**src/include/nsps_map.vh**
```
// register map, field positions, reset values and timing counts of the nap/sleep sequencer
// assumes byte addressing on a 32-bit apb with one aligned word per register
`ifndef NSPS_MAP_VH
`define NSPS_MAP_VH

// =====================================================================
// register offsets
`define NSPS_OFS_HWCFG 12'h000
`define NSPS_OFS_MSR 12'h004
`define NSPS_OFS_L2CTL 12'h008
`define NSPS_OFS_STATUS 12'h00C

// =====================================================================
// hardware configuration register fields
`define NSPS_HW_DOZE 8
`define NSPS_HW_NAP 9
`define NSPS_HW_SLEEP 10
`define NSPS_HW_MASK 32'h00000700

// =====================================================================
// machine state register fields
`define NSPS_MSR_POW 0
`define NSPS_MSR_EE 1
`define NSPS_MSR_MASK 32'h00000003

// =====================================================================
// l2 control register fields
`define NSPS_L2_ENABLE 0
`define NSPS_L2_SRAM_SLEEP 1
`define NSPS_L2_MASK 32'h00000003

// =====================================================================
// status register fields
`define NSPS_ST_STATE_LSB 0
`define NSPS_ST_QUIESCE_REQUEST 4
`define NSPS_ST_SNOOP 5
`define NSPS_ST_CAUSE_LSB 8
`define NSPS_ST_BUSCNT_LSB 16

// =====================================================================
// reset values
`define NSPS_RST_HWCFG 32'h00000000
`define NSPS_RST_MSR 32'h00000000
`define NSPS_RST_L2CTL 32'h00000000

// =====================================================================
// timing counts in processor clocks or bus clocks
`define NSPS_ENTRY_CYCLES 4
`define NSPS_WAKE_CYCLES 2
`define NSPS_SNOOP_BUS_CLOCKS 8

`endif

```
**src/logic/nsps_sync3.v**
```verilog
// three-stage synchroniser bank with agreement filter, one lane per bit
// assumes inputs asynchronous to pclk; output changes once stages two and three agree
`timescale 1ns/100ps
module nsps_sync3 #(
    parameter WIDTH = 1,
    parameter [WIDTH-1:0] RESET_VAL = {WIDTH{1'b0}}
) (
    // clock and reset
    input wire pclk,
    input wire presetn,
    // asynchronous inputs
    input wire [WIDTH-1:0] async_in,
    // filtered synchronous outputs
    output wire [WIDTH-1:0] sync_out
);

// =====================================================================
// per-bit synchroniser
genvar gi;
generate
    for (gi = 0; gi < WIDTH; gi = gi + 1)
    begin : g_lane
        reg s1_r;
        reg s2_r;
        reg s3_r;
        reg out_r;
        always @(posedge pclk or negedge presetn)
        begin
            if (!presetn)
            begin
                s1_r <= RESET_VAL[gi];
                s2_r <= RESET_VAL[gi];
                s3_r <= RESET_VAL[gi];
                out_r <= RESET_VAL[gi];
            end
            else
            begin
                s1_r <= async_in[gi];
                s2_r <= s1_r;
                s3_r <= s2_r;
                if (s2_r == s3_r)
                begin
                    out_r <= s3_r;
                end
            end
        end
        assign sync_out[gi] = out_r;
    end
endgenerate

endmodule

```
**src/logic/nsps_seq.v**
```verilog
// nap and sleep power sequencer with apb register access
// assumes bus_clk_en is a one-cycle pulse per bus clock and bus_idle comes from pclk logic
//
// Design decisions made here: the APB interface to the registers and the register offsets.
`timescale 1ns/100ps
`include "nsps_map.vh"
module nsps_seq (
    // clock and reset
    input wire pclk,
    input wire presetn,
    // apb slave
    input wire psel,
    input wire penable,
    input wire pwrite,
    input wire [11:0] paddr,
    input wire [31:0] pwdata,
    output wire pready,
    output reg [31:0] prdata,
    output wire pslverr,
    // system handshake pins
    input wire quiesce_acknowledge_n,
    output reg quiesce_request_n,
    // wake sources
    input wire ext_interrupt_n,
    input wire system_mgmt_interrupt_in_n,
    input wire machine_check_in_n,
    input wire soft_reset_n,
    input wire machine_check_event,
    input wire decrementer_event,
    // bus status and timing from pclk logic
    input wire bus_idle,
    input wire bus_clk_en,
    // pll configuration pin
    input wire pll_bypass,
    // power domain controls
    output reg units_clk_en,
    output reg snoop_en,
    output reg timebase_en,
    output reg thermal_en,
    output reg receivers_en,
    output reg sram_sleep_out,
    output reg pll_run,
    output reg dll_en,
    output reg l2_clock_out_a_en,
    output reg l2_clock_out_b_en
);

// =====================================================================
// states
localparam ST_FULL = 4'h0;
localparam ST_BUSWAIT = 4'h1;
localparam ST_QUIESCE_REQUEST = 4'h2;
localparam ST_ENTER = 4'h3;
localparam ST_NAP = 4'h4;
localparam ST_NAPSNOOP = 4'h5;
localparam ST_SLEEP = 4'h6;
localparam ST_WAKE = 4'h7;

localparam [3:0] ENTRY_CNT = `NSPS_ENTRY_CYCLES;
localparam [3:0] WAKE_CNT = `NSPS_WAKE_CYCLES;
localparam [3:0] SNOOP_CNT = `NSPS_SNOOP_BUS_CLOCKS;
localparam [31:0] RST_HW = `NSPS_RST_HWCFG;
localparam [31:0] RST_MSR = `NSPS_RST_MSR;
localparam [31:0] RST_L2 = `NSPS_RST_L2CTL;

// wake cause codes
localparam [2:0] CAUSE_NONE = 3'h0;
localparam [2:0] CAUSE_EXT = 3'h1;
localparam [2:0] CAUSE_SMI = 3'h2;
localparam [2:0] CAUSE_MCP = 3'h3;
localparam [2:0] CAUSE_MCHK = 3'h4;
localparam [2:0] CAUSE_DEC = 3'h5;
localparam [2:0] CAUSE_SRST = 3'h6;

// =====================================================================
// pin synchronisers
wire [5:0] pins_sync;
nsps_sync3 #(
    .WIDTH(6),
    .RESET_VAL(6'h1F)
) u_sync (
    .pclk(pclk),
    .presetn(presetn),
    .async_in({pll_bypass, soft_reset_n, machine_check_in_n, system_mgmt_interrupt_in_n,
        ext_interrupt_n, quiesce_acknowledge_n}),
    .sync_out(pins_sync)
);

wire quiesce_acknowledge = ~pins_sync[0];
wire ext_int = ~pins_sync[1];
wire system_mgmt_interrupt_in = ~pins_sync[2];
wire machine_check_in = ~pins_sync[3];
wire soft_rst = ~pins_sync[4];
wire bypass = pins_sync[5];

// =====================================================================
// registers
reg [2:0] hwcfg_r;
reg pow_r;
reg ee_r;
reg l2e_r;
reg sram_ctl_r;
reg [3:0] state_r;
reg [3:0] state_nxt;
reg [3:0] cnt_r;
reg [3:0] cnt_nxt;
reg [3:0] bus_cnt_r;
reg [3:0] bus_cnt_nxt;
reg [2:0] cause_r;
reg [2:0] cause_nxt;
reg sleep_sel_r;
reg sleep_sel_nxt;

wire wr_en = psel & penable & pwrite;
wire addr_ok = (paddr == `NSPS_OFS_HWCFG) | (paddr == `NSPS_OFS_MSR) |
    (paddr == `NSPS_OFS_L2CTL) | (paddr == `NSPS_OFS_STATUS);

assign pready = 1'b1;
assign pslverr = psel & penable & ~addr_ok;

// mode selection: exactly one of the three bits, nap or sleep
wire sel_nap = (hwcfg_r == 3'b010);
wire sel_sleep = (hwcfg_r == 3'b100);
wire invoke = pow_r & ee_r & (sel_nap | sel_sleep);

// wake sources differ between nap and sleep
wire wake_nap = (ext_int & ee_r) | system_mgmt_interrupt_in | machine_check_in | machine_check_event | decrementer_event;
wire wake_sleep = (ext_int & ee_r) | system_mgmt_interrupt_in | machine_check_in;
wire in_low = (state_r == ST_NAP) | (state_r == ST_NAPSNOOP) | (state_r == ST_SLEEP);
wire wake_now = soft_rst | (((state_r == ST_SLEEP) ? wake_sleep : wake_nap) & in_low);

// =====================================================================
// sequencer
always @*
begin
    state_nxt = state_r;
    cnt_nxt = cnt_r;
    bus_cnt_nxt = bus_cnt_r;
    cause_nxt = cause_r;
    sleep_sel_nxt = sleep_sel_r;
    case (state_r)
        ST_FULL:
        begin
            if (invoke)
            begin
                sleep_sel_nxt = sel_sleep;
                state_nxt = ST_BUSWAIT;
            end
        end
        ST_BUSWAIT:
        begin
            if (bus_idle)
            begin
                state_nxt = ST_QUIESCE_REQUEST;
            end
        end
        ST_QUIESCE_REQUEST:
        begin
            if (quiesce_acknowledge)
            begin
                cnt_nxt = ENTRY_CNT;
                state_nxt = ST_ENTER;
            end
        end
        ST_ENTER:
        begin
            if (cnt_r <= 4'h1)
            begin
                bus_cnt_nxt = 4'h0;
                state_nxt = sleep_sel_r ? ST_SLEEP : ST_NAP;
            end
            else
            begin
                cnt_nxt = cnt_r - 4'h1;
            end
        end
        ST_NAP:
        begin
            if (quiesce_acknowledge)
            begin
                bus_cnt_nxt = 4'h0;
            end
            else if (bus_clk_en)
            begin
                if (bus_cnt_r >= SNOOP_CNT - 4'h1)
                begin
                    state_nxt = ST_NAPSNOOP;
                end
                else
                begin
                    bus_cnt_nxt = bus_cnt_r + 4'h1;
                end
            end
        end
        ST_NAPSNOOP:
        begin
            if (quiesce_acknowledge)
            begin
                bus_cnt_nxt = 4'h0;
                state_nxt = ST_NAP;
            end
        end
        ST_SLEEP:
        begin
            state_nxt = ST_SLEEP;
        end
        ST_WAKE:
        begin
            if (cnt_r <= 4'h1)
            begin
                state_nxt = ST_FULL;
            end
            else
            begin
                cnt_nxt = cnt_r - 4'h1;
            end
        end
        default:
        begin
            state_nxt = ST_FULL;
        end
    endcase
    // wake from entered low-power states, or from any state on soft reset; quiesce wait holds until acknowledge
    if (wake_now)
    begin
        cnt_nxt = WAKE_CNT;
        state_nxt = ST_WAKE;
        if (soft_rst)
            cause_nxt = CAUSE_SRST;
        else if (ext_int & ee_r)
            cause_nxt = CAUSE_EXT;
        else if (system_mgmt_interrupt_in)
            cause_nxt = CAUSE_SMI;
        else if (machine_check_in)
            cause_nxt = CAUSE_MCP;
        else if (machine_check_event)
            cause_nxt = CAUSE_MCHK;
        else
            cause_nxt = CAUSE_DEC;
    end
end

// state registers stay on pclk and keep updating while functional clocks are gated
always @(posedge pclk or negedge presetn)
begin
    if (!presetn)
    begin
        state_r <= ST_FULL;
        cnt_r <= 4'h0;
        bus_cnt_r <= 4'h0;
        cause_r <= CAUSE_NONE;
        sleep_sel_r <= 1'b0;
    end
    else
    begin
        state_r <= state_nxt;
        cnt_r <= cnt_nxt;
        bus_cnt_r <= bus_cnt_nxt;
        cause_r <= cause_nxt;
        sleep_sel_r <= sleep_sel_nxt;
    end
end

// =====================================================================
// software registers
always @(posedge pclk or negedge presetn)
begin
    if (!presetn)
    begin
        hwcfg_r <= RST_HW[`NSPS_HW_SLEEP:`NSPS_HW_DOZE];
        pow_r <= RST_MSR[`NSPS_MSR_POW];
        ee_r <= RST_MSR[`NSPS_MSR_EE];
        l2e_r <= RST_L2[`NSPS_L2_ENABLE];
        sram_ctl_r <= RST_L2[`NSPS_L2_SRAM_SLEEP];
    end
    else
    begin
        if (wr_en && paddr == `NSPS_OFS_HWCFG)
        begin
            hwcfg_r <= pwdata[`NSPS_HW_SLEEP:`NSPS_HW_DOZE];
        end
        if (wr_en && paddr == `NSPS_OFS_MSR)
        begin
            ee_r <= pwdata[`NSPS_MSR_EE];
        end
        // power enable clears on wake; a software write in the same cycle wins
        if (wr_en && paddr == `NSPS_OFS_MSR)
        begin
            pow_r <= pwdata[`NSPS_MSR_POW];
        end
        else if (state_r == ST_WAKE || (state_r == ST_FULL && pow_r && !invoke))
        begin
            pow_r <= 1'b0;
        end
        if (wr_en && paddr == `NSPS_OFS_L2CTL)
        begin
            l2e_r <= pwdata[`NSPS_L2_ENABLE];
            sram_ctl_r <= pwdata[`NSPS_L2_SRAM_SLEEP];
        end
    end
end

// read data captured in the setup phase
always @(posedge pclk or negedge presetn)
begin
    if (!presetn)
    begin
        prdata <= 32'h00000000;
    end
    else if (psel && !penable && !pwrite)
    begin
        case (paddr)
            `NSPS_OFS_HWCFG: prdata <= {21'h000000, hwcfg_r, 8'h00};
            `NSPS_OFS_MSR: prdata <= {30'h00000000, ee_r, pow_r};
            `NSPS_OFS_L2CTL: prdata <= {30'h00000000, sram_ctl_r, l2e_r};
            `NSPS_OFS_STATUS: prdata <= {12'h000, bus_cnt_r, 5'h00, cause_r, 2'h0, snoop_en,
                ~quiesce_request_n, state_r};
            default: prdata <= 32'h00000000;
        endcase
    end
end

// =====================================================================
// power domain outputs, registered from the next state; pll, dll and l2 clock enables from the bypass pin and l2 enable only
wire nx_nap = (state_nxt == ST_NAP);
wire nx_snp = (state_nxt == ST_NAPSNOOP);
wire nx_slp = (state_nxt == ST_SLEEP);
wire nx_run = (state_nxt == ST_FULL) | (state_nxt == ST_BUSWAIT) | (state_nxt == ST_QUIESCE_REQUEST) |
    (state_nxt == ST_WAKE);
wire nx_pll = ~bypass;

always @(posedge pclk or negedge presetn)
begin
    if (!presetn)
    begin
        quiesce_request_n <= 1'b1;
        units_clk_en <= 1'b1;
        snoop_en <= 1'b1;
        timebase_en <= 1'b1;
        thermal_en <= 1'b1;
        receivers_en <= 1'b1;
        sram_sleep_out <= 1'b0;
        pll_run <= 1'b1;
        dll_en <= 1'b0;
        l2_clock_out_a_en <= 1'b0;
        l2_clock_out_b_en <= 1'b0;
    end
    else
    begin
        quiesce_request_n <= ~((state_nxt == ST_QUIESCE_REQUEST) | (state_nxt == ST_ENTER) | nx_nap | nx_snp | nx_slp);
        units_clk_en <= nx_run;
        snoop_en <= nx_run | nx_snp;
        timebase_en <= ~nx_slp;
        thermal_en <= ~nx_slp;
        receivers_en <= nx_run | nx_snp | (state_nxt == ST_ENTER);
        sram_sleep_out <= sram_ctl_r & (nx_nap | nx_slp);
        pll_run <= nx_pll;
        dll_en <= l2e_r & nx_pll;
        l2_clock_out_a_en <= l2e_r & nx_pll;
        l2_clock_out_b_en <= l2e_r & nx_pll;
    end
end

endmodule

```
**config.mk**
```make
export PLATFORM = sky130hd
export DESIGN_NAME = nsps_seq
export DESIGN_NICKNAME = d
export VERILOG_FILES = /design/src/logic/nsps_sync3.v /design/src/logic/nsps_seq.v
export VERILOG_INCLUDE_DIRS = /design/src /design/src/include
export SDC_FILE = /design/constraint.sdc
export NUM_CORES = 1
export LEC_CHECK = 0
export BUFFER_PORTS_ARGS = -buffer_cell sky130_fd_sc_hd__clkbuf_2
export CAP_MARGIN = 15
export CORE_MARGIN = 4
export CORE_UTILIZATION = 35
export CTS_CLUSTER_DIAMETER = 30
export DETAILED_ROUTE_END_ITERATION = 6
export PLACE_DENSITY = 0.7
export SLEW_MARGIN = 20
export SYNTH_ARGS = -nofsm -noshare
export SYNTH_HDL_FRONTEND = slang
export SYNTH_SLANG_ARGS = --single-unit
```
**constraint.sdc**
```tcl
create_clock -name pclk -period 4.1 [get_ports pclk]
set_clock_uncertainty 0.2 [all_clocks]
set_input_delay 0 -clock pclk [delete_from_list [all_inputs] [get_ports pclk]]
set_output_delay 0 -clock pclk [all_outputs]
set_load 0.02 [all_outputs]
```
==> impl_metrics.tcl <==
set metrics [dict create \
    status "complete, no violations" \
    grt_pass1_vias 2150 \
    worstSetupEndpointType "register" \
    worstSetupPathType "in -> reg" \
    crit_path_max_incr_delay_ps 560 \
    htreeDepth 3 \
    hpwl_um 4320 \
    wl_um 5930 \
    drc 0 \
    slowest_stage "dlygate4sd3_1" \
    setup_tns_ps 0 \
    synth_edf_count 0 \
    p_clk_frac 0.322 \
    worst_ir_drop_vdd_mv 0.191 \
    p_sw_frac 0.306 \
    start_kind "input port" \
    slew_viol_final 0 \
    dr.first_iter.drc_count 58 \
    clockBufferDepth 2 \
    hold_violations 0 \
    crit_chain "dlygate4sd3_1, clkbuf_2, nor2_1, dlygate4sd3_1, nand3_2, or2_1, nor3b_2, mux2_1, dlygate4sd3_1" \
    grtUsageTotal 0.123 \
    setup_viol 0 \
    clock_sinks 68 \
    core_area_um2 8340 \
    tightest_slew_ps 729 \
    cp_top_family "buffers and inverters" \
    avgSynthCellArea_um2 11.6 \
    cts_tree "done" \
    yosys_warnings 0 \
    fp.dieH_um 101 \
    post-place-cells 417 \
    synthCells 264 \
    post_cts_resized 0 \
    syn_to_final_growth_pct 23.8 \
    critPathBufInv 4 \
    rsz0062_at_grt "no" \
    seq_power_share 0.514 \
    p_leak_nw 1.78 \
    slew_headroom 0.514 \
    min_period_ps 2780 \
    io_buffers 56 \
    grt_pass1_wl_um 9830 \
    drive_above_1_share 0.314 \
    place_congestion 0.870 \
    instances_no_fill 459 \
    dieArea_um2 10300 \
    numCtsBuffers 9 \
    grt_max_degree 36 \
    layout.cells.most_common "clkbuf_2" \
    start_util 0.366 \
    yosysSeqAreaShare 0.568 \
    drt_pass1_iterations 4 \
    vias 2180 \
    fmax_ghz 0.359 \
    synthFlopType "dfrtp_1" \
    cap_violations 0 \
    combPwrFrac 0.164 \
    layout_common_cells "clkbuf_2, dfrtp_1, dlygate4sd3_1, dfstp_2, nand2_1" \
    ant_nets 0 \
    fin_crit_sh 0.679 \
    cpMostUsedCell "dlygate4sd3_1" \
    synth-seq-cells 68 \
    ios 104 \
    design_area_um2 3780 \
    placed_area_um2 3350 \
    netlist_area_um2 3050 \
    nets 411 \
    antenna_found_initial 0 \
    nFillCells 800 \
    hp-class "in -> async" \
    avgRoutedWirePerCell_um 12.9 \
    critPathMaxFanout 3 \
    n_antenna_cell 0 \
    clk_latency_ps 350 \
    required_ps 4130 \
    intPower_mw 1.05 \
    p_switching_uw 464 \
    clk_pin_slew_ps 70 \
    synth_cell_type_count 57 \
    p_per_area_nw_per_um2 401 \
    cp_data_arrival_time_ps 2820 \
    async_flop_share 1.00 \
    die_x_um 101 \
    via_per_inst 4.75 \
    overflow 0 \
    clk_root_buffer_cell "clkbuf_8" \
    row_count 33 \
]
-- worst register-to-register path: stages (launching register included) --
cell	delay (ps)
dfrtp_1	550
nand2_1	220
nor4_1	390
o21a_1	290
mux2_1	340
-- path summary, 6_finish.rpt --
check,start,end,slack [ps],depth (start not counted)
min in group pclk,penable,pow_r,60,5
hold / removal,presetn,cnt_r[1],40,2
setup / recovery,paddr[10],sram_ctl_r,1320,9
hold reg to reg,u_sync.g_lane[5].s1_r,u_sync.g_lane[5].s2_r,150,0
setup reg to reg,state_r[1],bus_cnt_r[0],2000,4
max in group asynchronous,presetn,snoop_en,2730,3
-- per-stage QoR --
step                      hold slack [ps]  total power, mW  setup WS, ps   util
after global placement               -113             1.02          2030  0.402
final                                43.2             1.52          1320  0.453
after detailed placement             -111             1.03          2020  0.402
after global routing                 76.2             1.61          1190  0.453
after CTS                            55.5             1.54          1350  0.453
after floorplan                      -496            0.962          2270      -
-- timing repair --
action                    CTS  global route
hold buffers               26             0
buffers inserted            0             0
hold endpoints to repair   63             0
-- power by group through the flow --
stage                     Sequential (mW)  Clock [mW]  Combinational (mW)
after floorplan                     0.785           0               0.178
after global placement              0.790           0               0.231
after detailed placement            0.792           0               0.234
after CTS                           0.780       0.507               0.252
after global routing                0.788       0.537               0.280
final                               0.779       0.489               0.249
-- synth_stat cells (4+ instances only) --
cell type / instances / area [um2]
maj3_1: 6 / 60.1
buf_4: 23 / 173
inv_1: 9 / 33.8
a21oi_1: 5 / 25.0
dfrtp_1: 42 / 1050
nand2_1: 24 / 90.1
and2_1: 5 / 31.3
nor2_1: 15 / 56.3
a22o_1: 4 / 35.0
nor2b_1: 5 / 31.3
o21ai_1: 9 / 45.0
mux2_1: 7 / 78.8
dfstp_2: 26 / 683
o31ai_1: 5 / 37.5
a22oi_1: 5 / 37.5
nand3_1: 5 / 25.0
-- sequential cells by signal, summed over array words and instances, names as in the netlist, 3 cells and up --
name	count
prdata	13
u_sync.g_lane.out_r	6
u_sync.g_lane.s3_r	6
hwcfg_r	3
bus_cnt_r	4
state_r	4
u_sync.g_lane.s2_r	6
cnt_r	4
u_sync.g_lane.s1_r	6
cause_r	3
-- routing by layer --
layer,vias to the layer above,global-route usage,routed length (um)
met4,0,0.0429,102
li1,1052,-,-
met2,63,0.191,2750
met3,11,0.0523,441
met5,-,0,0
met1,1054,0.154,2630
-- logic make-up after synthesis --
logic type               share of synthesized area
AND/OR/NAND/NOR                              0.154
multiplexers                                0.0467
flip-flops                                   0.568
adder cells (fa/ha/maj)                     0.0320
other                                      0.00246
AO/OA/AOI/OAI                                0.115
XOR/XNOR                                   0.00574
buffers and inverters                       0.0762
-- area by class of cell --
| cell class | instances | area, um2 | share of cell area |
|---|---|---|---|
| clock buffer | 9 | 124 | 0.0327 |
| clock inverter | 7 | 48.8 | 0.0129 |
| inverter | 10 | 37.5 | 0.00992 |
| multi-input combinational | 177 | 1160 | 0.306 |
| sequential | 68 | 1730 | 0.458 |
| tap | 105 | 131 | 0.0347 |
| timing repair buffer | 83 | 548 | 0.145 |
No activity file was read; power rests on OpenSTA's default activity.
